**src/design/wod_cfg.svh**
```systemverilog
// constants of the wide opcode decoder: match entries, fields, scope
// assumes inclusion by the decoder package and design files only
`ifndef WOD_CFG_SVH
`define WOD_CFG_SVH

// ============================================================
// match entries: {care mask, required value}
`define WOD_NUM_ENTRIES 49
`define WOD_E_ALIGN1 64'hffff_f1c0_c60d_0000
`define WOD_E_ALIGN2 64'hffff_f1c0_c60d_4000
`define WOD_E_ALIGN3 64'hffff_f1c0_c60d_8000
`define WOD_E_HALF_ASR 64'hffff_c180_c680_0180
`define WOD_E_HALF_SATL 64'hffff_c180_c680_4000
`define WOD_E_HALF_LSL 64'hffff_c180_c680_8000
`define WOD_E_HALF_LSR 64'hffff_c180_c680_8180
`define WOD_E_VEC_ASR 64'hffff_f100_c681_0100
`define WOD_E_VEC_SATL 64'hffff_f100_c681_4000
`define WOD_E_VEC_LSL 64'hffff_f180_c681_8000
`define WOD_E_VEC_LSR 64'hffff_f180_c681_8180
`define WOD_E_WORD_ASR 64'hffff_f100_c682_0100
`define WOD_E_WORD_SATL 64'hffff_f100_c682_4000
`define WOD_E_WORD_LSL 64'hffff_f100_c682_8000
`define WOD_E_WORD_LSR 64'hffff_f100_c682_8100
`define WOD_E_WORD_ROTATE 64'hffff_f000_c682_c000
`define WOD_E_ACC0_ASR 64'hffff_ff07_c683_0100
`define WOD_E_ACC1_ASR 64'hffff_ff07_c683_1100
`define WOD_E_ACC0_LSL 64'hffff_ff07_c683_4000
`define WOD_E_ACC0_LSR 64'hffff_ff07_c683_4100
`define WOD_E_ACC1_LSL 64'hffff_ff07_c683_5000
`define WOD_E_ACC1_LSR 64'hffff_ff07_c683_5100
`define WOD_E_ACC0_ROTATE 64'hffff_fe07_c683_8000
`define WOD_E_ACC1_ROTATE 64'hffff_fe07_c683_9000
`define WOD_E_MULTI_NOOP 64'hffff_ffff_c803_1800
`define WOD_E_LOOP0 64'hfff0_fc00_e080_0000
`define WOD_E_LOOP1 64'hfff0_fc00_e090_0000
`define WOD_E_LOOP0_P 64'hfff0_0c00_e0a0_0000
`define WOD_E_LOOP1_P 64'hfff0_0c00_e0b0_0000
`define WOD_E_LOOP0_PH 64'hfff0_0c00_e0e0_0000
`define WOD_E_LOOP1_PH 64'hfff0_0c00_e0f0_0000
`define WOD_E_LDI_LO 64'hffe0_0000_e100_0000
`define WOD_E_LDI_X 64'hffe0_0000_e120_0000
`define WOD_E_LDI_HI 64'hffe0_0000_e140_0000
`define WOD_E_LDI_Z 64'hffe0_0000_e180_0000
`define WOD_E_JUMP_L 64'hff00_0000_e200_0000
`define WOD_E_CALL 64'hff00_0000_e300_0000
`define WOD_E_LD_D 64'hffc0_0000_e400_0000
`define WOD_E_LD_HZ 64'hffc0_0000_e440_0000
`define WOD_E_LD_BZ 64'hffc0_0000_e480_0000
`define WOD_E_LD_P 64'hffc0_0000_e500_0000
`define WOD_E_LD_HX 64'hffc0_0000_e540_0000
`define WOD_E_LD_BX 64'hffc0_0000_e580_0000
`define WOD_E_ST_D 64'hffc0_0000_e600_0000
`define WOD_E_ST_H 64'hffc0_0000_e640_0000
`define WOD_E_ST_B 64'hffc0_0000_e680_0000
`define WOD_E_ST_P 64'hffc0_0000_e700_0000
`define WOD_E_LINK 64'hffff_0000_e800_0000
`define WOD_E_FRAME_POP 64'hffff_ffff_e801_0000

// ============================================================
// scope of this decoder and field positions
`define WOD_SCOPE_ALIGN 16'hc60d
`define WOD_SCOPE_SHIFT_LO 16'hc680
`define WOD_SCOPE_SHIFT_HI 16'hc683
`define WOD_SCOPE_NOOP 16'hc803
`define WOD_SCOPE_MEM_LO 8'he0
`define WOD_SCOPE_MEM_HI 8'he8
`define WOD_SUB_BIT 15
`define WOD_SRC_HALF_BIT 12
`define WOD_DST_HALF_BIT 13

`endif

```
**src/design/wod_pkg.sv**
```systemverilog
// types of the wide opcode decoder
// assumes wod_cfg.svh for the entry count
`include "wod_cfg.svh"

package wod_pkg;
  // ============================================================
  // operation classes, in the order of the match table
  typedef enum logic [5:0] {
    op_align1, op_align2, op_align3,
    op_half_asr, op_half_satl, op_half_lsl, op_half_lsr,
    op_vec_asr, op_vec_satl, op_vec_lsl, op_vec_lsr,
    op_word_asr, op_word_satl, op_word_lsl, op_word_lsr, op_word_rotate,
    op_acc0_asr, op_acc1_asr, op_acc0_lsl, op_acc0_lsr,
    op_acc1_lsl, op_acc1_lsr, op_acc0_rotate, op_acc1_rotate,
    op_multi_noop,
    op_loop0, op_loop1, op_loop0_p, op_loop1_p, op_loop0_ph, op_loop1_ph,
    op_ldi_lo, op_ldi_x, op_ldi_hi, op_ldi_z,
    op_jump_l, op_call,
    op_ld_d, op_ld_hz, op_ld_bz, op_ld_p, op_ld_hx, op_ld_bx,
    op_st_d, op_st_h, op_st_b, op_st_p,
    op_link, op_frame_pop,
    op_none
  } wod_op_t;

  typedef logic [63:0] wod_entry_t;
endpackage : wod_pkg

```
**src/design/wod_match_if.sv**
```systemverilog
// carries a fetched word to the matcher and its hit vector back
// assumes one entry per operation class
`timescale 1ns/1ps
`include "wod_cfg.svh"

interface wod_match_if #(parameter int N = `WOD_NUM_ENTRIES);
  logic [31:0] word;
  logic [N-1:0] hit;
  modport matcher (input word, output hit);
  modport user (output word, input hit);
endinterface : wod_match_if

```
**src/design/wod_range_match.sv**
```systemverilog
// bank of mask and value comparators, one per match entry
// assumes a purely combinational path; the caller registers results
`timescale 1ns/1ps
`include "wod_cfg.svh"

module wod_range_match
  import wod_pkg::*;
#(
  parameter int N = `WOD_NUM_ENTRIES,
  parameter wod_entry_t TABLE [N] = '{default: 64'h0}
) (
  wod_match_if.matcher mif
);
  // ============================================================
  // comparators
  for (genvar i = 0; i < N; i++) begin : g_cmp
    assign mif.hit[i] = (mif.word & TABLE[i][63:32]) == TABLE[i][31:0];
  end
endmodule : wod_range_match

```
**src/design/wod_decoder.sv**
```systemverilog
// decoder for the upper part of the 32-bit instruction map
// assumes fetch and execute share clk_in; one word per handshake
`timescale 1ns/1ps
`include "wod_cfg.svh"

// Summary of operation
// RULE1: align ranges merge registers, one/two/three bytes
// RULE2: half arithmetic right shift, four-bit immediate
// RULE3: half saturating left shift, four-bit immediate
// RULE4: half logical shifts; offset 0x180 shifts right
// RULE5: paired-half arithmetic right, saturating left shifts
// RULE6: paired-half logical left and right shifts
// RULE7: word arithmetic right and saturating left shifts
// RULE8: word logical left and right shifts
// RULE9: word rotate by signed six-bit immediate
// RULE10: accumulator arithmetic right shift, both accumulators
// RULE11: accumulator logical left and right shifts
// RULE12: accumulator rotate by six-bit immediate
// RULE13: single word decodes as multi-issue no-op
// RULE14: loop setup for counter zero and one
// RULE15: loop setup loading count from pointer
// RULE16: four immediate load forms, half or whole
// RULE17: long jump and call, 25-bit even offset
// RULE18: word loads; upper sub-range subtracts offset
// RULE19: zero-extending half and byte loads
// RULE20: sign-extending half and byte loads
// RULE21: word, half, byte and pointer stores
// RULE22: frame link with size, and frame pop
// RULE23: unmatched word in scope flagged illegal
module wod_decoder
  import wod_pkg::*;
(
  input wire logic clk_in,
  input wire logic reset_n_in,
  input wire logic fetch_valid_in,
  input wire logic [31:0] fetch_word_in,
  output logic fetch_ready_out,
  input wire logic exec_ready_in,
  output logic dec_valid_out,
  output logic dec_claim_out,
  output logic dec_illegal_out,
  output wod_op_t dec_op_out,
  output logic [31:0] dec_word_out,
  output logic [31:0] dec_imm_out,
  output logic [31:0] dec_aux_out,
  output logic dec_sub_out,
  output logic dec_src_high_out,
  output logic dec_dst_high_out,
  output logic dec_sat_out,
  output logic dec_unit_one_out,
  output logic dec_count_halved_out
);
  // ============================================================
  // match table, index equals operation class
  localparam int N = `WOD_NUM_ENTRIES;
  localparam wod_entry_t TABLE [N] = '{
    `WOD_E_ALIGN1, `WOD_E_ALIGN2, `WOD_E_ALIGN3, // RULE1
    `WOD_E_HALF_ASR, // RULE2
    `WOD_E_HALF_SATL, // RULE3
    `WOD_E_HALF_LSL, `WOD_E_HALF_LSR, // RULE4
    `WOD_E_VEC_ASR, `WOD_E_VEC_SATL, // RULE5
    `WOD_E_VEC_LSL, `WOD_E_VEC_LSR, // RULE6
    `WOD_E_WORD_ASR, `WOD_E_WORD_SATL, // RULE7
    `WOD_E_WORD_LSL, `WOD_E_WORD_LSR, // RULE8
    `WOD_E_WORD_ROTATE, // RULE9
    `WOD_E_ACC0_ASR, `WOD_E_ACC1_ASR, // RULE10
    `WOD_E_ACC0_LSL, `WOD_E_ACC0_LSR, // RULE11
    `WOD_E_ACC1_LSL, `WOD_E_ACC1_LSR, // RULE11
    `WOD_E_ACC0_ROTATE, `WOD_E_ACC1_ROTATE, // RULE12
    `WOD_E_MULTI_NOOP, // RULE13
    `WOD_E_LOOP0, `WOD_E_LOOP1, // RULE14
    `WOD_E_LOOP0_P, `WOD_E_LOOP1_P, // RULE15
    `WOD_E_LOOP0_PH, `WOD_E_LOOP1_PH, // RULE15
    `WOD_E_LDI_LO, `WOD_E_LDI_X, // RULE16
    `WOD_E_LDI_HI, `WOD_E_LDI_Z, // RULE16
    `WOD_E_JUMP_L, `WOD_E_CALL, // RULE17
    `WOD_E_LD_D, // RULE18
    `WOD_E_LD_HZ, `WOD_E_LD_BZ, // RULE19
    `WOD_E_LD_P, // RULE18
    `WOD_E_LD_HX, `WOD_E_LD_BX, // RULE20
    `WOD_E_ST_D, `WOD_E_ST_H, // RULE21
    `WOD_E_ST_B, `WOD_E_ST_P, // RULE21
    `WOD_E_LINK, `WOD_E_FRAME_POP // RULE22
  };

  // ============================================================
  // comparator bank
  wod_match_if #(.N(N)) mif ();
  assign mif.word = fetch_word_in;

  wod_range_match #(.N(N), .TABLE(TABLE)) u_match (
    .mif(mif)
  );

  // ============================================================
  // classification of the fetched word
  logic fire;
  logic in_scope;
  wod_op_t op_next;
  logic [31:0] imm_next;
  logic [31:0] aux_next;
  logic sub_next;
  logic half_op;
  logic sat_next;
  logic unit_one_next;
  logic halved_next;

  assign fetch_ready_out = !dec_valid_out || exec_ready_in;
  assign fire = fetch_valid_in && fetch_ready_out;

  // words outside this scope belong to other decoders
  assign in_scope = (fetch_word_in[31:16] == `WOD_SCOPE_ALIGN) ||
                    (fetch_word_in[31:16] >= `WOD_SCOPE_SHIFT_LO &&
                     fetch_word_in[31:16] <= `WOD_SCOPE_SHIFT_HI) ||
                    (fetch_word_in[31:16] == `WOD_SCOPE_NOOP) ||
                    (fetch_word_in[31:24] >= `WOD_SCOPE_MEM_LO &&
                     fetch_word_in[31:24] <= `WOD_SCOPE_MEM_HI);

  // entries never overlap, so the lowest hit is the only hit
  always_comb begin
    op_next = op_none;
    for (int i = N - 1; i >= 0; i--) begin
      if (mif.hit[i]) begin
        op_next = wod_op_t'(i[5:0]);
      end
    end
  end

  // immediate field, extended and scaled for the execution units
  always_comb begin
    logic [31:0] w;
    w = fetch_word_in;
    imm_next = 32'h0;
    aux_next = 32'h0;
    case (op_next)
      op_align1: imm_next = 32'h1; // RULE1
      op_align2: imm_next = 32'h2; // RULE1
      op_align3: imm_next = 32'h3; // RULE1
      op_half_asr, op_half_satl, op_half_lsl, op_half_lsr,
      op_vec_lsl, op_vec_lsr: begin
        imm_next = {28'h0, w[6:3]}; // RULE2 RULE3 RULE4 RULE6
      end
      op_vec_asr, op_vec_satl, op_word_asr, op_word_satl,
      op_word_lsl, op_word_lsr, op_acc0_asr, op_acc1_asr,
      op_acc0_lsl, op_acc0_lsr, op_acc1_lsl, op_acc1_lsr: begin
        imm_next = {27'h0, w[7:3]}; // RULE5 RULE7 RULE8 RULE10 RULE11
      end
      op_word_rotate, op_acc0_rotate, op_acc1_rotate: begin
        imm_next = {{26{w[8]}}, w[8:3]}; // RULE9 RULE12
      end
      op_loop0, op_loop1, op_loop0_p, op_loop1_p,
      op_loop0_ph, op_loop1_ph: begin
        imm_next = {{21{w[9]}}, w[9:0], 1'b0}; // RULE14
        aux_next = {27'h0, w[19:16], 1'b0}; // RULE14
      end
      op_ldi_lo, op_ldi_hi, op_ldi_z: begin
        imm_next = {16'h0, w[15:0]}; // RULE16
      end
      op_ldi_x: imm_next = {{16{w[15]}}, w[15:0]}; // RULE16
      op_jump_l, op_call: begin
        imm_next = {{7{w[23]}}, w[23:0], 1'b0}; // RULE17
      end
      op_ld_d, op_ld_p, op_st_d, op_st_p: begin
        imm_next = {15'h0, w[14:0], 2'b00}; // RULE18 RULE21
      end
      op_ld_hz, op_ld_hx, op_st_h: begin
        imm_next = {16'h0, w[14:0], 1'b0}; // RULE19 RULE20 RULE21
      end
      op_ld_bz, op_ld_bx, op_st_b: begin
        imm_next = {17'h0, w[14:0]}; // RULE19 RULE20 RULE21
      end
      op_link: imm_next = {14'h0, w[15:0], 2'b00}; // RULE22
      default: begin
        imm_next = 32'h0;
        aux_next = 32'h0;
      end
    endcase
  end

  // mode flags beside the immediate
  always_comb begin
    half_op = op_next inside {op_half_asr, op_half_satl,
                              op_half_lsl, op_half_lsr};
    sub_next = (op_next inside {[op_ld_d:op_st_p]}) &&
               fetch_word_in[`WOD_SUB_BIT]; // RULE18 RULE19 RULE20 RULE21
    sat_next = op_next inside {op_half_satl, op_vec_satl,
                               op_word_satl}; // RULE3 RULE5 RULE7
    unit_one_next = op_next inside {op_acc1_asr, op_acc1_lsl, op_acc1_lsr,
                                    op_acc1_rotate, op_loop1, op_loop1_p,
                                    op_loop1_ph}; // RULE10 RULE14 RULE15
    halved_next = op_next inside {op_loop0_ph, op_loop1_ph}; // RULE15
  end

  // ============================================================
  // output stage: holds until the execution units accept it
  always_ff @(posedge clk_in or negedge reset_n_in) begin
    if (!reset_n_in) begin
      dec_valid_out <= 1'b0;
    end else if (fire) begin
      dec_valid_out <= 1'b1;
    end else if (exec_ready_in) begin
      dec_valid_out <= 1'b0;
    end
  end

  always_ff @(posedge clk_in or negedge reset_n_in) begin
    if (!reset_n_in) begin
      dec_claim_out <= 1'b0;
      dec_illegal_out <= 1'b0;
      dec_op_out <= op_none;
      dec_word_out <= 32'h0;
    end else if (fire) begin
      dec_claim_out <= in_scope;
      // unmatched words in scope still go out valid, as op_none with dec_illegal_out set
      dec_illegal_out <= in_scope && (op_next == op_none); // RULE23
      dec_op_out <= op_next;
      dec_word_out <= fetch_word_in;
    end
  end

  always_ff @(posedge clk_in or negedge reset_n_in) begin
    if (!reset_n_in) begin
      dec_imm_out <= 32'h0;
      dec_aux_out <= 32'h0;
      dec_sub_out <= 1'b0;
      dec_src_high_out <= 1'b0;
      dec_dst_high_out <= 1'b0;
      dec_sat_out <= 1'b0;
      dec_unit_one_out <= 1'b0;
      dec_count_halved_out <= 1'b0;
    end else if (fire) begin
      dec_imm_out <= imm_next;
      dec_aux_out <= aux_next;
      dec_sub_out <= sub_next;
      dec_src_high_out <= half_op &&
                          fetch_word_in[`WOD_SRC_HALF_BIT]; // RULE2 RULE3
      dec_dst_high_out <= half_op &&
                          fetch_word_in[`WOD_DST_HALF_BIT]; // RULE2 RULE4
      dec_sat_out <= sat_next;
      dec_unit_one_out <= unit_one_next;
      dec_count_halved_out <= halved_next;
    end
  end

  // ============================================================
  // checks
  a_align_shift: assert property ( // RULE1
    @(posedge clk_in) disable iff (!reset_n_in)
    fire && mif.hit[op_align3] |=>
      dec_op_out == op_align3 && dec_imm_out == 32'h3)
    else $error("align three did not give three bytes");

  a_half_asr_imm: assert property ( // RULE2
    @(posedge clk_in) disable iff (!reset_n_in)
    fire && mif.hit[op_half_asr] |=>
      dec_op_out == op_half_asr && !dec_sat_out &&
      dec_imm_out == {28'h0, $past(fetch_word_in[6:3])} &&
      dec_dst_high_out == $past(fetch_word_in[13]))
    else $error("half arithmetic shift decoded wrongly");

  a_half_sat_flag: assert property ( // RULE3
    @(posedge clk_in) disable iff (!reset_n_in)
    fire && mif.hit[op_half_satl] |=>
      dec_sat_out && dec_src_high_out == $past(fetch_word_in[12]))
    else $error("half saturating shift lost its flag");

  a_half_lsr_split: assert property ( // RULE4
    @(posedge clk_in) disable iff (!reset_n_in)
    fire && fetch_word_in[31:16] == 16'hc680 &&
      fetch_word_in[15:14] == 2'b10 && fetch_word_in[8:7] == 2'b11 |=>
      dec_op_out == op_half_lsr)
    else $error("offset 0x180 sub-range not a right shift");

  a_vec_asr_imm: assert property ( // RULE5
    @(posedge clk_in) disable iff (!reset_n_in)
    fire && mif.hit[op_vec_asr] |=>
      dec_imm_out == {27'h0, $past(fetch_word_in[7:3])})
    else $error("paired-half shift amount wrong");

  a_word_rotate: assert property ( // RULE9
    @(posedge clk_in) disable iff (!reset_n_in)
    fire && mif.hit[op_word_rotate] && fetch_word_in[8] |=>
      dec_imm_out[31:6] == 26'h3ff_ffff)
    else $error("rotate amount not sign extended");

  a_acc_unit: assert property ( // RULE10
    @(posedge clk_in) disable iff (!reset_n_in)
    fire && (mif.hit[op_acc0_asr] || mif.hit[op_acc1_asr]) |=>
      dec_unit_one_out == (dec_op_out == op_acc1_asr))
    else $error("accumulator selection wrong");

  a_noop_single: assert property ( // RULE13
    @(posedge clk_in) disable iff (!reset_n_in)
    fire && fetch_word_in == 32'hc803_1801 |=>
      dec_op_out != op_multi_noop && dec_illegal_out)
    else $error("no-op must match one word only");

  a_loop_halved: assert property ( // RULE15
    @(posedge clk_in) disable iff (!reset_n_in)
    fire && mif.hit[op_loop1_ph] |=>
      dec_count_halved_out && dec_unit_one_out)
    else $error("halved loop count not flagged");

  a_jump_offset: assert property ( // RULE17
    @(posedge clk_in) disable iff (!reset_n_in)
    fire && mif.hit[op_call] |=>
      dec_imm_out[0] == 1'b0 &&
      dec_imm_out[24:1] == $past(fetch_word_in[23:0]))
    else $error("call offset wrong");

  a_load_subtract: assert property ( // RULE18
    @(posedge clk_in) disable iff (!reset_n_in)
    fire && mif.hit[op_ld_d] |=>
      dec_sub_out == $past(fetch_word_in[15]) && dec_imm_out[1:0] == 2'b00)
    else $error("word load offset sign or scale wrong");

  a_frame_link: assert property ( // RULE22
    @(posedge clk_in) disable iff (!reset_n_in)
    fire && mif.hit[op_link] |=>
      dec_imm_out == {14'h0, $past(fetch_word_in[15:0]), 2'b00})
    else $error("frame size wrong");

  a_illegal_flag: assert property ( // RULE23
    @(posedge clk_in) disable iff (!reset_n_in)
    fire && in_scope && mif.hit == '0 |=>
      dec_illegal_out && dec_claim_out && dec_op_out == op_none)
    else $error("unmatched word not flagged illegal");

  a_output_hold: assert property (
    @(posedge clk_in) disable iff (!reset_n_in)
    dec_valid_out && !exec_ready_in |=>
      dec_valid_out && $stable(dec_word_out) && $stable(dec_op_out))
    else $error("output changed while stalled");
endmodule : wod_decoder

```
**config.mk**
```make
export PLATFORM = sky130hd
export DESIGN_NAME = wod_decoder
export DESIGN_NICKNAME = d
export VERILOG_FILES = /design/src/design/wod_pkg.sv /design/src/design/wod_match_if.sv /design/src/design/wod_range_match.sv /design/src/design/wod_decoder.sv
export VERILOG_INCLUDE_DIRS = /design/src /design/src/design
export SDC_FILE = /design/constraint.sdc
export NUM_CORES = 1
export LEC_CHECK = 0
export ABC_AREA = 0
export BUFFER_PORTS_ARGS = -buffer_cell sky130_fd_sc_hd__buf_2
export CORE_ASPECT_RATIO = 1.25
export CORE_MARGIN = 2
export CORE_UTILIZATION = 48
export DETAILED_ROUTE_END_ITERATION = 8
export PLACE_DENSITY = 0.81
export SLEW_MARGIN = 15
export SYNTH_ARGS = -nofsm -noshare
export SYNTH_HDL_FRONTEND = slang
export SYNTH_SLANG_ARGS = --single-unit
```
**constraint.sdc**
```tcl
create_clock -name clk_in -period 1.5 [get_ports clk_in]
set_input_delay 0.15 -clock clk_in [delete_from_list [all_inputs] [get_ports clk_in]]
set_output_delay 0.15 -clock clk_in [all_outputs]
set_load 0.01 [all_outputs]
```
== Word-level counts from Yosys, hierarchy flattened ==
Index checks and enable logic that the tools add are counted.

* Flip-flop bits (word level): 111
* Input port bits: 36
* Output and inout port bits: 112
* Logic and storage cells: 198

* $lt $le $gt $ge: 6
* Eq/ne operators: 98
* Mux-type cells: 53
* Reduce and logical (&&, ||, !) cells: 28

{| class="wikitable"
|+ Operators by type and width
! kind !! number
|-
| 32-bit one-hot mux with 14 select lines || 1
|-
| 6-bit 2-to-1 mux || 45
|-
| 27-bit == test (second input constant) || 6
|-
| 21-bit == test (second input constant) || 6
|-
| 6-bit == test (second input constant) || 17
|-
| 10-bit == test (second input constant) || 10
|-
| 20-bit == test (second input constant) || 5
|-
| 6-bit by 5-bit == test with 1-bit output (second input constant) || 15
|-
| 23-bit == test (second input constant) || 3
|-
| 32-bit == test (second input constant) || 2
|-
| 14-bit == test (second input constant) || 4
|-
| 26-bit == test (second input constant) || 2
|-
| 16-bit == test (second input constant) || 3
|-
| 6-bit by 4-bit == test with 1-bit output (second input constant) || 8
|-
| 11-bit == test (second input constant) || 4
|-
| 22-bit == test (second input constant) || 2
|-
| 18-bit == test (second input constant) || 2
|-
| 6-bit by 3-bit == test with 1-bit output (second input constant) || 4
|-
| 5-bit 2-to-1 mux || 4
|-
| 8-bit == test (second input constant) || 2
|-
| 16-bit >= comparator (second input constant) || 1
|-
| 16-bit less-or-equal comparator (second input constant) || 1
|-
| 6-bit by 2-bit == test with 1-bit output (second input constant) || 2
|-
| 12-bit OR reduction || 1
|-
| other kinds (18) || 35
|}

== Longest topological paths before layout ==
Gate-level depths: netlist of the first run.

* Word-level depth: 53
* Mapped depth: 14
* Gate-level depth less buffers: 10

== Modules after synthesis ==
From an unflattened synthesis of the first run, not the netlist that was laid out.

* Cell total of the unflattened synthesis: 729
* Area total of the unflattened synthesis: 5632.9 µm²

{| class="wikitable"
|+ Modules (own cells, without submodules)
! module !! times used !! cells an instance !! area each (µm²) !! seq. area each (µm²)
|-
| wod_decoder || 1 || 601 || 4852.2 || 1905.6
|-
| wod_range_match || 1 || 128 || 780.7 || 0.0
|}

== Worst setup path after synthesis of the first run ==
No wires, ideal clock.

* Path kind: input -> register
* From: input fetch_word_in[17]
* To: register dec_imm_out[13]
* Setup time: 129 ps
* Arrival time: 2814 ps
* Data required time: 1371 ps
* Setup slack: -1443 ps
* Stages: 12
* Buffers on the path: 2
* Cells stage by stage: buf_2 > nor4_4 > nand2_1 > or4_1 > o221a_2 > nand2_1 > or2_4 > nor4_1 > o41a_1 > buf_6 > a221oi_2 > a21oi_1

* Cells in the longest elaborated chain, start to end: 53
* Elaborated cells between the ends (all ways): 133
* Those cells by class: eq/ne (73); mux (50); reduce/logical (10)

{| class="wikitable"
|+ Ends and longest elaborated chain
! element !! RTL line !! text
|-
| start, declared || wod_decoder.sv:36 || <nowiki>input wire logic [31:0] fetch_word_in,</nowiki>
|-
| 32-bit == test || wod_range_match.sv:17 || <nowiki>assign mif.hit[i] = (mif.word & TABLE[i][63:32]) == TABLE[i][31:0];</nowiki>
|-
| 1-bit 2-to-1 mux || wod_decoder.sv:123 || <nowiki>if (mif.hit[i]) begin</nowiki>
|-
| 5-bit 2-to-1 mux (3 in a row) || wod_decoder.sv:123 ||
|-
| 6-bit 2-to-1 mux (44 in a row) || wod_decoder.sv:123 ||
|-
| 6-bit 2-to-1 mux * || wod_decoder.sv:123 ||
|-
| 6-bit by 4-bit == test with 1-bit output (tied with other cells) || wod_decoder.sv:135 || <nowiki>case (op_next)</nowiki>
|-
| 12-bit OR reduction (tied with other cells) || wod_decoder.sv:135 ||
|-
| 32-bit one-hot mux with 14 select lines * || wod_decoder.sv:135 ||
|-
| end signal, assigned || wod_decoder.sv:232 || <nowiki>dec_imm_out <= imm_next;</nowiki>
|-
| end, declared || wod_decoder.sv:44 || <nowiki>output logic [31:0] dec_imm_out,</nowiki>
|}

Every way passes the cells marked *; elsewhere a longest branch is shown, timed or not.
A chain may end at the register's enable or synchronous reset.

== Worst setup path in the final report of the first run ==
* From: input fetch_word_in[20]
* To: register dec_imm_out[10]

Same word-level chain as after synthesis.

==> results.toml, run 1 <==
[global_route]
grt_max_degree = 41
antenna_found_initial = 0
track_usage_pct = 38.3
grt.met1_usage_pct = 43.1
busiest_layer = "met2"
use_met2_pct = 66.3
grtUsageMet3_pct = 6.32
grt_pass1_vias = 6579
grt_pass1_wl_mm = 35.5
grt.overflow.total = 0

[floorplan]
io_pins = 148
core-area_mm2 = 0.0111
initial_utilization_pct = 48.9
die_w_um = 99.1
die-area_mm2 = 0.0122
rows = 43
die_h_um = 123

[timing]
setup_viol = 42
grt_setup_unrepaired = "yes"
hold_viol = 0
clock_skew_ns = 0.00618
tightest_slew_ns = 0.840
slew_violations = 0
fin_setup_tns_ns = -43.96
period_needed_ns = 2.86
maxSlewHeadroom_pct = 43.2
min_period_over_period_pct = 191
timing.hold.ws_ns = 0.0488
fin_ws_ns = -1.36
fmax_ghz = 0.349

[synth]
synth_flop_cell = "dfrtp_1"
synth.most_common_cell = "nand2_1"
yosys_warnings = 0
syn_area_mm2 = 0.00542
syn_inst = 680
synth_top_area_cell = "dfrtp_1"
synthDistinctLibCells = 82
ys_seq_area_share_pct = 35.1
async_reset_ff_share_pct = 100
synth.area.top_cells = "dfrtp_1, nand2_1, buf_4"
synth_common_cells = "nand2_1, dfrtp_1, nor2_1"
synth-edff-count = 0
synth_seq_cells = 76
syn_avg_cell_area_um2 = 7.97
synth_top_cell_area_share_pct = 33.7

[route]
final_antenna_net_count = 0
firstDrtPassIters = 7
wirelength_mm = 25.6
avgViaCountPerCell = 6.21
dr_total_vias = 6969
drt_iter0_drc = 675
post-route-drc-count = 0
wire_per_inst_um = 22.8

[critical_path]
criticalPathCategory = "input pin to register"
crit_fanout = 6
end_kind = "register"
startpoint_type = "input pin"
required_ns = 1.76
worstPathArrival_ns = 3.12

[placement]
place_area_mm2 = 0.00752
dp_hpwl_mm = 16.5
gp_congestion = 1.00
io_buffers = 119

[clock_tree]
numCtsBuffers = 9
clkSinkCount = 76
clk_pin_slew_ns = 0.06
cts_tree = "yes"
clockBufferDepth = 2
cts_htree_levels = 3
clockRootBuffer = "clkbuf_16"
clk_latency_ns = 0.35

[worst_hold_path]
hold_class = "input pin to register"

[layout]
fin_nets = 1019
final_area_mm2 = 0.00928
diodes = 0
drive_gt1_share_pct = 53.3
synthToLayoutAreaGrowth_pct = 71.1

[status]
violations = "negative setup slack"
status = "finished with violations"

[run]
drv_cap = 0

[power]
p_leak_nw = 4.43
ir_drop_mv = 0.501
powerDensity_mw_per_mm2 = 677
[stage by stage]
step	instances	setup slack, ns	total power, mW	utilization [%]
2_1_floorplan	707	-1.34	3.11	-
3_3_place_gp	1069	-1.86	3.77	67.9
3_5_place_dp	1069	-1.82	3.80	67.9
4_1_cts	1114	-1.22	6.12	80.1
5_1_grt	1123	-1.47	6.47	83.7
6_report	1123	-1.36	6.28	83.7
[kinds of logic after synthesis]
| group | share of synthesized area [%] |
|---|---|
| compound gates | 20.8 |
| xor+xnor | 0.485 |
| fa+ha+maj | 0.185 |
| buf+inv | 9.69 |
| flops | 35.1 |
| other cells | 0.0692 |
| simple gates | 33.7 |
[worst paths after layout]
kind | startpoint | end | slack, ns | depth (start not counted)
min in group asynchronous | reset_n_in | dec_word_out[29]$_DFFE_PN0P_ | 0.22 | 2
min | fetch_valid_in | dec_valid_out$_DFFE_PN0P_ | 0.05 | 2
max reg2reg | dec_valid_out$_DFFE_PN0P_ | dec_imm_out[4]$_DFFE_PN0P_ | -0.03 | 6
max | fetch_word_in[20] | dec_imm_out[10]$_DFFE_PN0P_ | -1.36 | 15
max in group asynchronous | reset_n_in | dec_op_out[4]$_DFFE_PN1P_ | 0.70 | 3
min reg2reg | dec_word_out[5]$_DFFE_PN0P_ | dec_word_out[5]$_DFFE_PN0P_ | 0.47 | 2
[layout by cell type, fill, tap and decap left out, drive strengths merged, types with 4 or more instances in the layout]
master	count
buf	346
nand2	167
dfrtp	73
nor2	49
a21oi	31
conb	28
o21ai	23
nor3	20
nand2b	16
nand3	16
a221oi	13
clkbuf	12
nand4	11
inv	10
a31oi	10
and3	10
and2	9
nor2b	8
nor4	8
a211oi	8
a21o	7
or4	7
nor4b	7
nor3b	6
a2111oi	5
a41oi	5
a32oi	5
o31ai	5
nand4b	4
a22oi	4
[critical path, stage by stage]
cell	delay, ns
buf_12	0.11
buf_12	0.12
nor4b_4	0.33
nand2b_2	0.18
nor3_1	0.28
buf_4	0.16
nand2_1	0.13
o2111a_2	0.26
nor4_2	0.32
a211oi_2	0.09
o32ai_4	0.42
clkbuf_16	0.24
buf_4	0.11
nand2_1	0.04
a21oi_1	0.16
[where the power goes]
group / total, mW / leakage, nW / internal, mW / switching (mW)
clock network: 2.23 / 0.143 / 1.29 / 0.932
registers: 2.37 / 0.954 / 2.26 / 0.116
logic: 1.68 / 3.33 / 0.707 / 0.972
[layer usage]
layer / wire length (µm) / share of wire [%] / up-vias
met5: 0 / 0 / -
met4: 2180 / 8.5 / 0
met3: 2030 / 7.9 / 178
met2: 12600 / 49 / 490
met1: 8780 / 34 / 3312
li1: - / - / 2989
[flip-flops by register name (all words and copies together) (netlist names)]
name / count
dec_aux_out: 4
dec_unit_one_out: 1
dec_imm_out: 25
dec_dst_high_out: 1
dec_claim_out: 1
dec_illegal_out: 1
dec_op_out: 6
dec_word_out: 32
dec_sat_out: 1
dec_valid_out: 1
dec_count_halved_out: 1
dec_src_high_out: 1
dec_sub_out: 1
[cell type report]
type	instances	area, µm²
Inverter	9	33.8
Tap cell	135	169
Fill cell	641	1800
Clock inverter	6	65.1
Timing Repair Buffer	349	2790
Sequential cell	76	1910
Multi-Input combinational cell	538	4090
Clock buffer	10	229
[what timing repair did]
action | in CTS | in global routing
hold buffers | 1 | 0
cloned | 2 | 2
buffers inserted | 28 | 13
gates resized for setup | 179 | 68
hold endpoints to repair | 60 | 0
endpoints found under the setup margin | 43 | 43
pin swaps | 56 | 32
(Power assumes the default switching activity.)
==> run 2: changes to the inputs <==
--- a/config.mk
+++ b/config.mk
@@ -13,2 +13,3 @@
 export CORE_UTILIZATION = 48
+export CTS_BUF_LIST = sky130_fd_sc_hd__clkbuf_16
 export DETAILED_ROUTE_END_ITERATION = 8
==> constraint.sdc (replaced) <==
create_clock -name clk_in -period 1.5 [get_ports clk_in]
set_input_delay 0.075 -clock clk_in [delete_from_list [all_inputs] [get_ports clk_in]]
set_output_delay 0.075 -clock clk_in [all_outputs]
set_load 0.01 [all_outputs]
==> run 2 against run 1 <==
The flow still finishes with violations (negative setup slack). Non-clock buffer count is 32 higher. Combinational power is 2% higher. Hold slack better by 0.028 ns. Sequential cell count stayed put. Largest cell class unchanged.
==> results.toml, run 2 (same netlist as run 1, synthesis figures left out) <==
[clock_tree]
clk_pin_slew_ns = 0.07
numCtsBuffers = 9
clk_latency_ns = 0.35
cts_htree_levels = 3
clkSinkCount = 76
cts_tree = "yes"
clockBufferDepth = 2
clockRootBuffer = "clkbuf_16"

[timing]
timing.hold.ws_ns = 0.0773
setup_viol = 42
slew_violations = 0
min_period_over_period_pct = 195
grt_setup_unrepaired = "yes"
hold_viol = 0
maxSlewHeadroom_pct = 45.8
fin_ws_ns = -1.43
fmax_ghz = 0.341
fin_setup_tns_ns = -42.18
clock_skew_ns = 0.0109
tightest_slew_ns = 0.802
period_needed_ns = 2.93

[layout]
final_cell_count_no_fill = 1155
reg_top3 = "dec_word_out x32, dec_imm_out x25, dec_op_out x6"
diodes = 0
final_cell_mix = "buf_4, nand2_1, buf_2"
layout_commonest_cell = "buf_4"
drive_gt1_share_pct = 53.2
final_util_pct = 85.2
final_area_mm2 = 0.00944
synthToLayoutAreaGrowth_pct = 74.0
largest_register_ffs = 32
regMostFlops = "dec_word_out"
fin_nets = 1051

[floorplan]
io_pins = 148
rows = 43
die-area_mm2 = 0.0122
initial_utilization_pct = 48.9
die_w_um = 99.1
core-area_mm2 = 0.0111
die_h_um = 123

[power]
powerDensity_mw_per_mm2 = 677
swShare_pct = 32.8
total_power_mw = 6.39
ir_drop_mv = 0.564
p_comb_share_pct = 27.0
p_seq_share_pct = 37.2
p_clk_share_pct = 35.8
p_leak_nw = 4.58
p_switching_mw = 2.09
internal_power_mw = 4.30

[critical_path]
worst-path-stages = 16
critical-path-max-stage-delay_ns = 0.43
critPathSlowestCell = "o41a_1"
worstPathArrival_ns = 3.12
cp_num_buf_inv = 6
cpMostUsedCell = "buf_6"
criticalPathCategory = "input pin to register"
end_kind = "register"
required_ns = 1.69
reg2reg_depth = 6
crit_chain = "buf_12, nor4b_4, buf_4, buf_6, nand4_1, o221ai_2, a2111oi_4, nand2_2, buf_6, buf_6, or2_4, nor4_2, o41a_1, buf_12, o21ai_1, a41oi_1"
crit_fanout = 15
crit_family = "compound AO/OA/AOI/OAI gates"
startpoint_type = "input pin"

[global_route]
grt_pass1_vias = 6771
grt_pass1_wl_mm = 36.1
track_usage_pct = 38.5
antenna_found_initial = 0
grt.overflow.total = 0
grt_max_degree = 40

[placement]
dp_hpwl_mm = 16.8
place_area_mm2 = 0.00767
io_buffers = 119
gp_congestion = 1.02
place_ws_ns = -1.67
place_inst = 1088

[run]
drv_cap = 0

[route]
avgViaCountPerCell = 6.36
final_antenna_net_count = 0
wire_per_inst_um = 23.3
dr_total_vias = 7341
drt_iter0_drc = 787
post-route-drc-count = 0
wirelength_mm = 26.9
firstDrtPassIters = 5

[status]
violations = "negative setup slack"
status = "finished with violations"

[worst_hold_path]
hold_class = "input pin to register"
min_delay_path_depth = 4
## run 2: changes by cell type in the layout (fill, tap and decap cells not counted), moves of 3 or more
| cell | delta |
|---|---|
| dlygate4sd3_1 | +4 |
| buf_4 | +28 |
| nor2_2 | -5 |
| nor2_1 | +3 |
| o21ai_0 | +5 |
| o21ai_2 | -5 |
| buf_6 | +3 |
## run 2: what timing repair did
action / in CTS / in global routing
pin swaps: 39 / 35
hold buffers: 5 / 0
hold endpoints to repair: 31 / 0
gates resized for setup: 169 / 60
setup endpoints to repair: 43 / 43
gates cloned: 0 / 1
buffers inserted: 27 / 20
## run 2: area by class of cell
type / instances / area, µm²
timing repair buffer: 381 / 3020
fill: 619 / 1650
tap: 135 / 169
clock buffer: 9 / 225
inverter: 9 / 33.8
multi-input combinational: 538 / 4010
clock inverter: 7 / 75.1
sequential: 76 / 1910
## run 2: tightest hold or removal path, stage by stage
cell,delay (ns)
buf_6,0.09
buf_4,0.13
nand2_1,0.05
nand2_1,0.05
## run 2: final timing paths
kind                                                start                            to  slack, ns
max in group asynchronous                      reset_n_in    dec_imm_out[7]$_DFFE_PN0P_       0.70
worst max-delay path                    fetch_word_in[28]    dec_imm_out[4]$_DFFE_PN0P_      -1.43
min in group asynchronous                      reset_n_in  dec_word_out[22]$_DFFE_PN0P_       0.24
worst min register to register    dec_sat_out$_DFFE_PN0P_       dec_sat_out$_DFFE_PN0P_       0.46
worst max register to register  dec_valid_out$_DFFE_PN0P_   dec_imm_out[14]$_DFFE_PN0P_      -0.06
worst min-delay path                     fetch_word_in[0]   dec_word_out[0]$_DFFE_PN0P_       0.08
## run 2: per-layer routing
| metal | GRT usage [%] | wire, µm |
|---|---|---|
| met1 | 44.3 | 9380 |
| met2 | 68.1 | 13300 |
| met3 | 4.78 | 2160 |
| met4 | 23.4 | 2000 |
| met5 | 0 | 0 |
## run 2: power groups by stage
stage / combinational [mW] / sequential (mW) / clock, mW
2_1_floorplan: 0.615 / 2.49 / 0
6_report: 1.72 / 2.38 / 2.29
3_3_place_gp: 1.40 / 2.39 / 0
3_5_place_dp: 1.42 / 2.40 / 0
5_1_grt: 1.81 / 2.39 / 2.35
4_1_cts: 1.57 / 2.37 / 2.25
==> run 3: changes to the inputs <==
Settings changed: CORE_ASPECT_RATIO 1.25 to 0.7, CORE_UTILIZATION 48 to 50, CTS_BUF_LIST sky130_fd_sc_hd__clkbuf_16 to sky130_fd_sc_hd__clkbuf_4, PLACE_DENSITY 0.81 to 0.84.
==> run 3 against run 2 <==
The flow still finishes with violations (negative setup slack). Global-route usage increased by 8.8 points. Sequential cell count stayed put. Via count is 9.6% higher. Critical path depth increased by 1. Total power decreased by 7.1%. Clock power decreased by 28%. Worst setup slack gained 0.0098 ns. Critical path type unchanged. Largest cell class unchanged.
==> results.toml, run 3 (same netlist as run 1, synthesis figures left out) <==
[power]
internal_power_mw = 3.71
swShare_pct = 37.5
p_seq_share_pct = 40.5
ir_drop_mv = 0.493
p_clk_share_pct = 27.6
p_switching_mw = 2.23
p_leak_nw = 4.55
p_comb_share_pct = 32.0
powerDensity_mw_per_mm2 = 628
total_power_mw = 5.94

[floorplan]
io_pins = 148
die-area_mm2 = 0.0117
rows = 31
core-area_mm2 = 0.0104
die_h_um = 91.1
die_w_um = 128
initial_utilization_pct = 52.0

[route]
wire_per_inst_um = 27.3
post-route-drc-count = 0
wirelength_mm = 31.8
dr_total_vias = 8048
drt_iter0_drc = 1616
avgViaCountPerCell = 6.91
final_antenna_net_count = 0
firstDrtPassIters = 8

[worst_hold_path]
min_delay_path_depth = 4
hold_class = "input pin to register"
worstHoldStart = "fetch_word_in[31]"

[placement]
io_buffers = 119
place_ws_ns = -1.78
place_area_mm2 = 0.00759
dp_hpwl_mm = 18.0
gp_congestion = 1.04

[timing]
min_period_over_period_pct = 195
hold_viol = 0
timing.hold.ws_ns = 0.0167
clock_skew_ns = 0.0294
period_needed_ns = 2.92
maxSlewHeadroom_pct = 41.1
fmax_ghz = 0.343
tightest_slew_ns = 0.872
slew_violations = 0
grt_setup_unrepaired = "yes"
setup_viol = 42
fin_ws_ns = -1.42

[global_route]
grt.overflow.total = 0
grt_max_degree = 54
grt_pass1_vias = 7156
track_usage_pct = 47.3
antenna_found_initial = 8
grt_pass1_wl_mm = 41.8

[layout]
multi_input_area_mm2 = 0.00408
drive_gt1_share_pct = 52.6
seqCellArea_mm2 = 0.00191
final_util_pct = 90.5
final_cell_mix = "buf_4, nand2_1, buf_2"
final_area_mm2 = 0.00945
fin_nets = 1060
layout_commonest_cell = "buf_4"
regMostFlops = "dec_word_out"
reg_top3 = "dec_word_out x32, dec_imm_out x25, dec_op_out x6"
largest_register_ffs = 32
fill_cells = 437
synthToLayoutAreaGrowth_pct = 74.2

[critical_path]
end_kind = "register"
required_ns = 1.90
startpoint = "fetch_word_in[17]"
worstPathArrival_ns = 3.32
startpoint_type = "input pin"
crit_fanout = 6
criticalPathCategory = "input pin to register"
reg2reg_depth = 6
r2r-start = "dec_valid_out$_DFFE_PN0P_"

[clock_tree]
cts_tree = "yes"
clockBufferDepth = 2
cts_htree_levels = 3
clk_pin_slew_ns = 0.16
numCtsBuffers = 9
clockRootBuffer = "clkbuf_4"
clkSinkCount = 76
clk_latency_ns = 0.50

[run]
drv_cap = 0

[status]
violations = "negative setup slack"
status = "finished with violations"
[run 3: layout make-up]
class,count,share of cell area (%)
multi-input combinational,540,43.2
clock inverter,7,1.06
timing repair buffer,388,32.7
inverter,9,0.358
tap,132,1.75
clock buffer,9,0.715
antenna,4,0.106
sequential,76,20.2
[run 3: worst max-delay path, cell delays in order]
cell	delay, ns
buf_6	0.12
buf_4	0.14
xnor2_1	0.31
or4_4	0.24
nor3_1	0.10
a2111oi_4	0.39
nand2_2	0.14
buf_6	0.15
nor4_4	0.47
buf_4	0.22
a311oi_4	0.05
buf_4	0.18
o32ai_4	0.25
buf_12	0.16
buf_12	0.13
nand2_4	0.05
a21oi_2	0.15
[run 3: what timing repair did]
item                                    4_1_cts  5_1_grt
cloned                                        3        2
endpoints found under the setup margin       43       42
endpoints found under the hold margin        92        2
setup buffers                                37       19
pin swaps                                    70       45
gates resized for setup                     148       68
hold buffers                                 19        2
[run 3: power groups by stage]
| stage | combinational, mW | sequential, mW | clock [mW] |
|---|---|---|---|
| finish | 1.90 | 2.40 | 1.64 |
| global route | 1.97 | 2.41 | 1.67 |
| CTS | 1.61 | 2.37 | 1.56 |
| detailed placement | 1.45 | 2.40 | 0 |
| global placement | 1.42 | 2.38 | 0 |
| floorplan | 0.615 | 2.49 | 0 |
[run 3: path summary, 6_finish.rpt]
check / to / slack (ns)
worst max-delay path: dec_imm_out[14]$_DFFE_PN0P_ / -1.42
worst max register to register: dec_imm_out[23]$_DFFE_PN0P_ / -0.54
min in group asynchronous: dec_imm_out[21]$_DFFE_PN0P_ / 0.11
worst min-delay path: dec_word_out[31]$_DFFE_PN0P_ / 0.02
worst min register to register: dec_word_out[28]$_DFFE_PN0P_ / 0.49
max in group asynchronous: dec_op_out[5]$_DFFE_PN1P_ / 1.06
[run 3: per-stage QoR]
step                setup TNS [ns]  cells
global route                -44.53   1163
floorplan                   -38.82    707
global placement            -59.61   1073
detailed placement          -61.18   1073
CTS                         -33.54   1139
finish                      -43.74   1165
[run 3: routing by layer]
layer | vias to the layer above | track usage [%] | routed length (µm)
li1 | 3091 | - | -
met1 | 3749 | 63.4 | 11200
met2 | 910 | 67.0 | 12800
met3 | 294 | 16.9 | 5230
met4 | 4 | 24.1 | 2540
met5 | - | 0 | 96
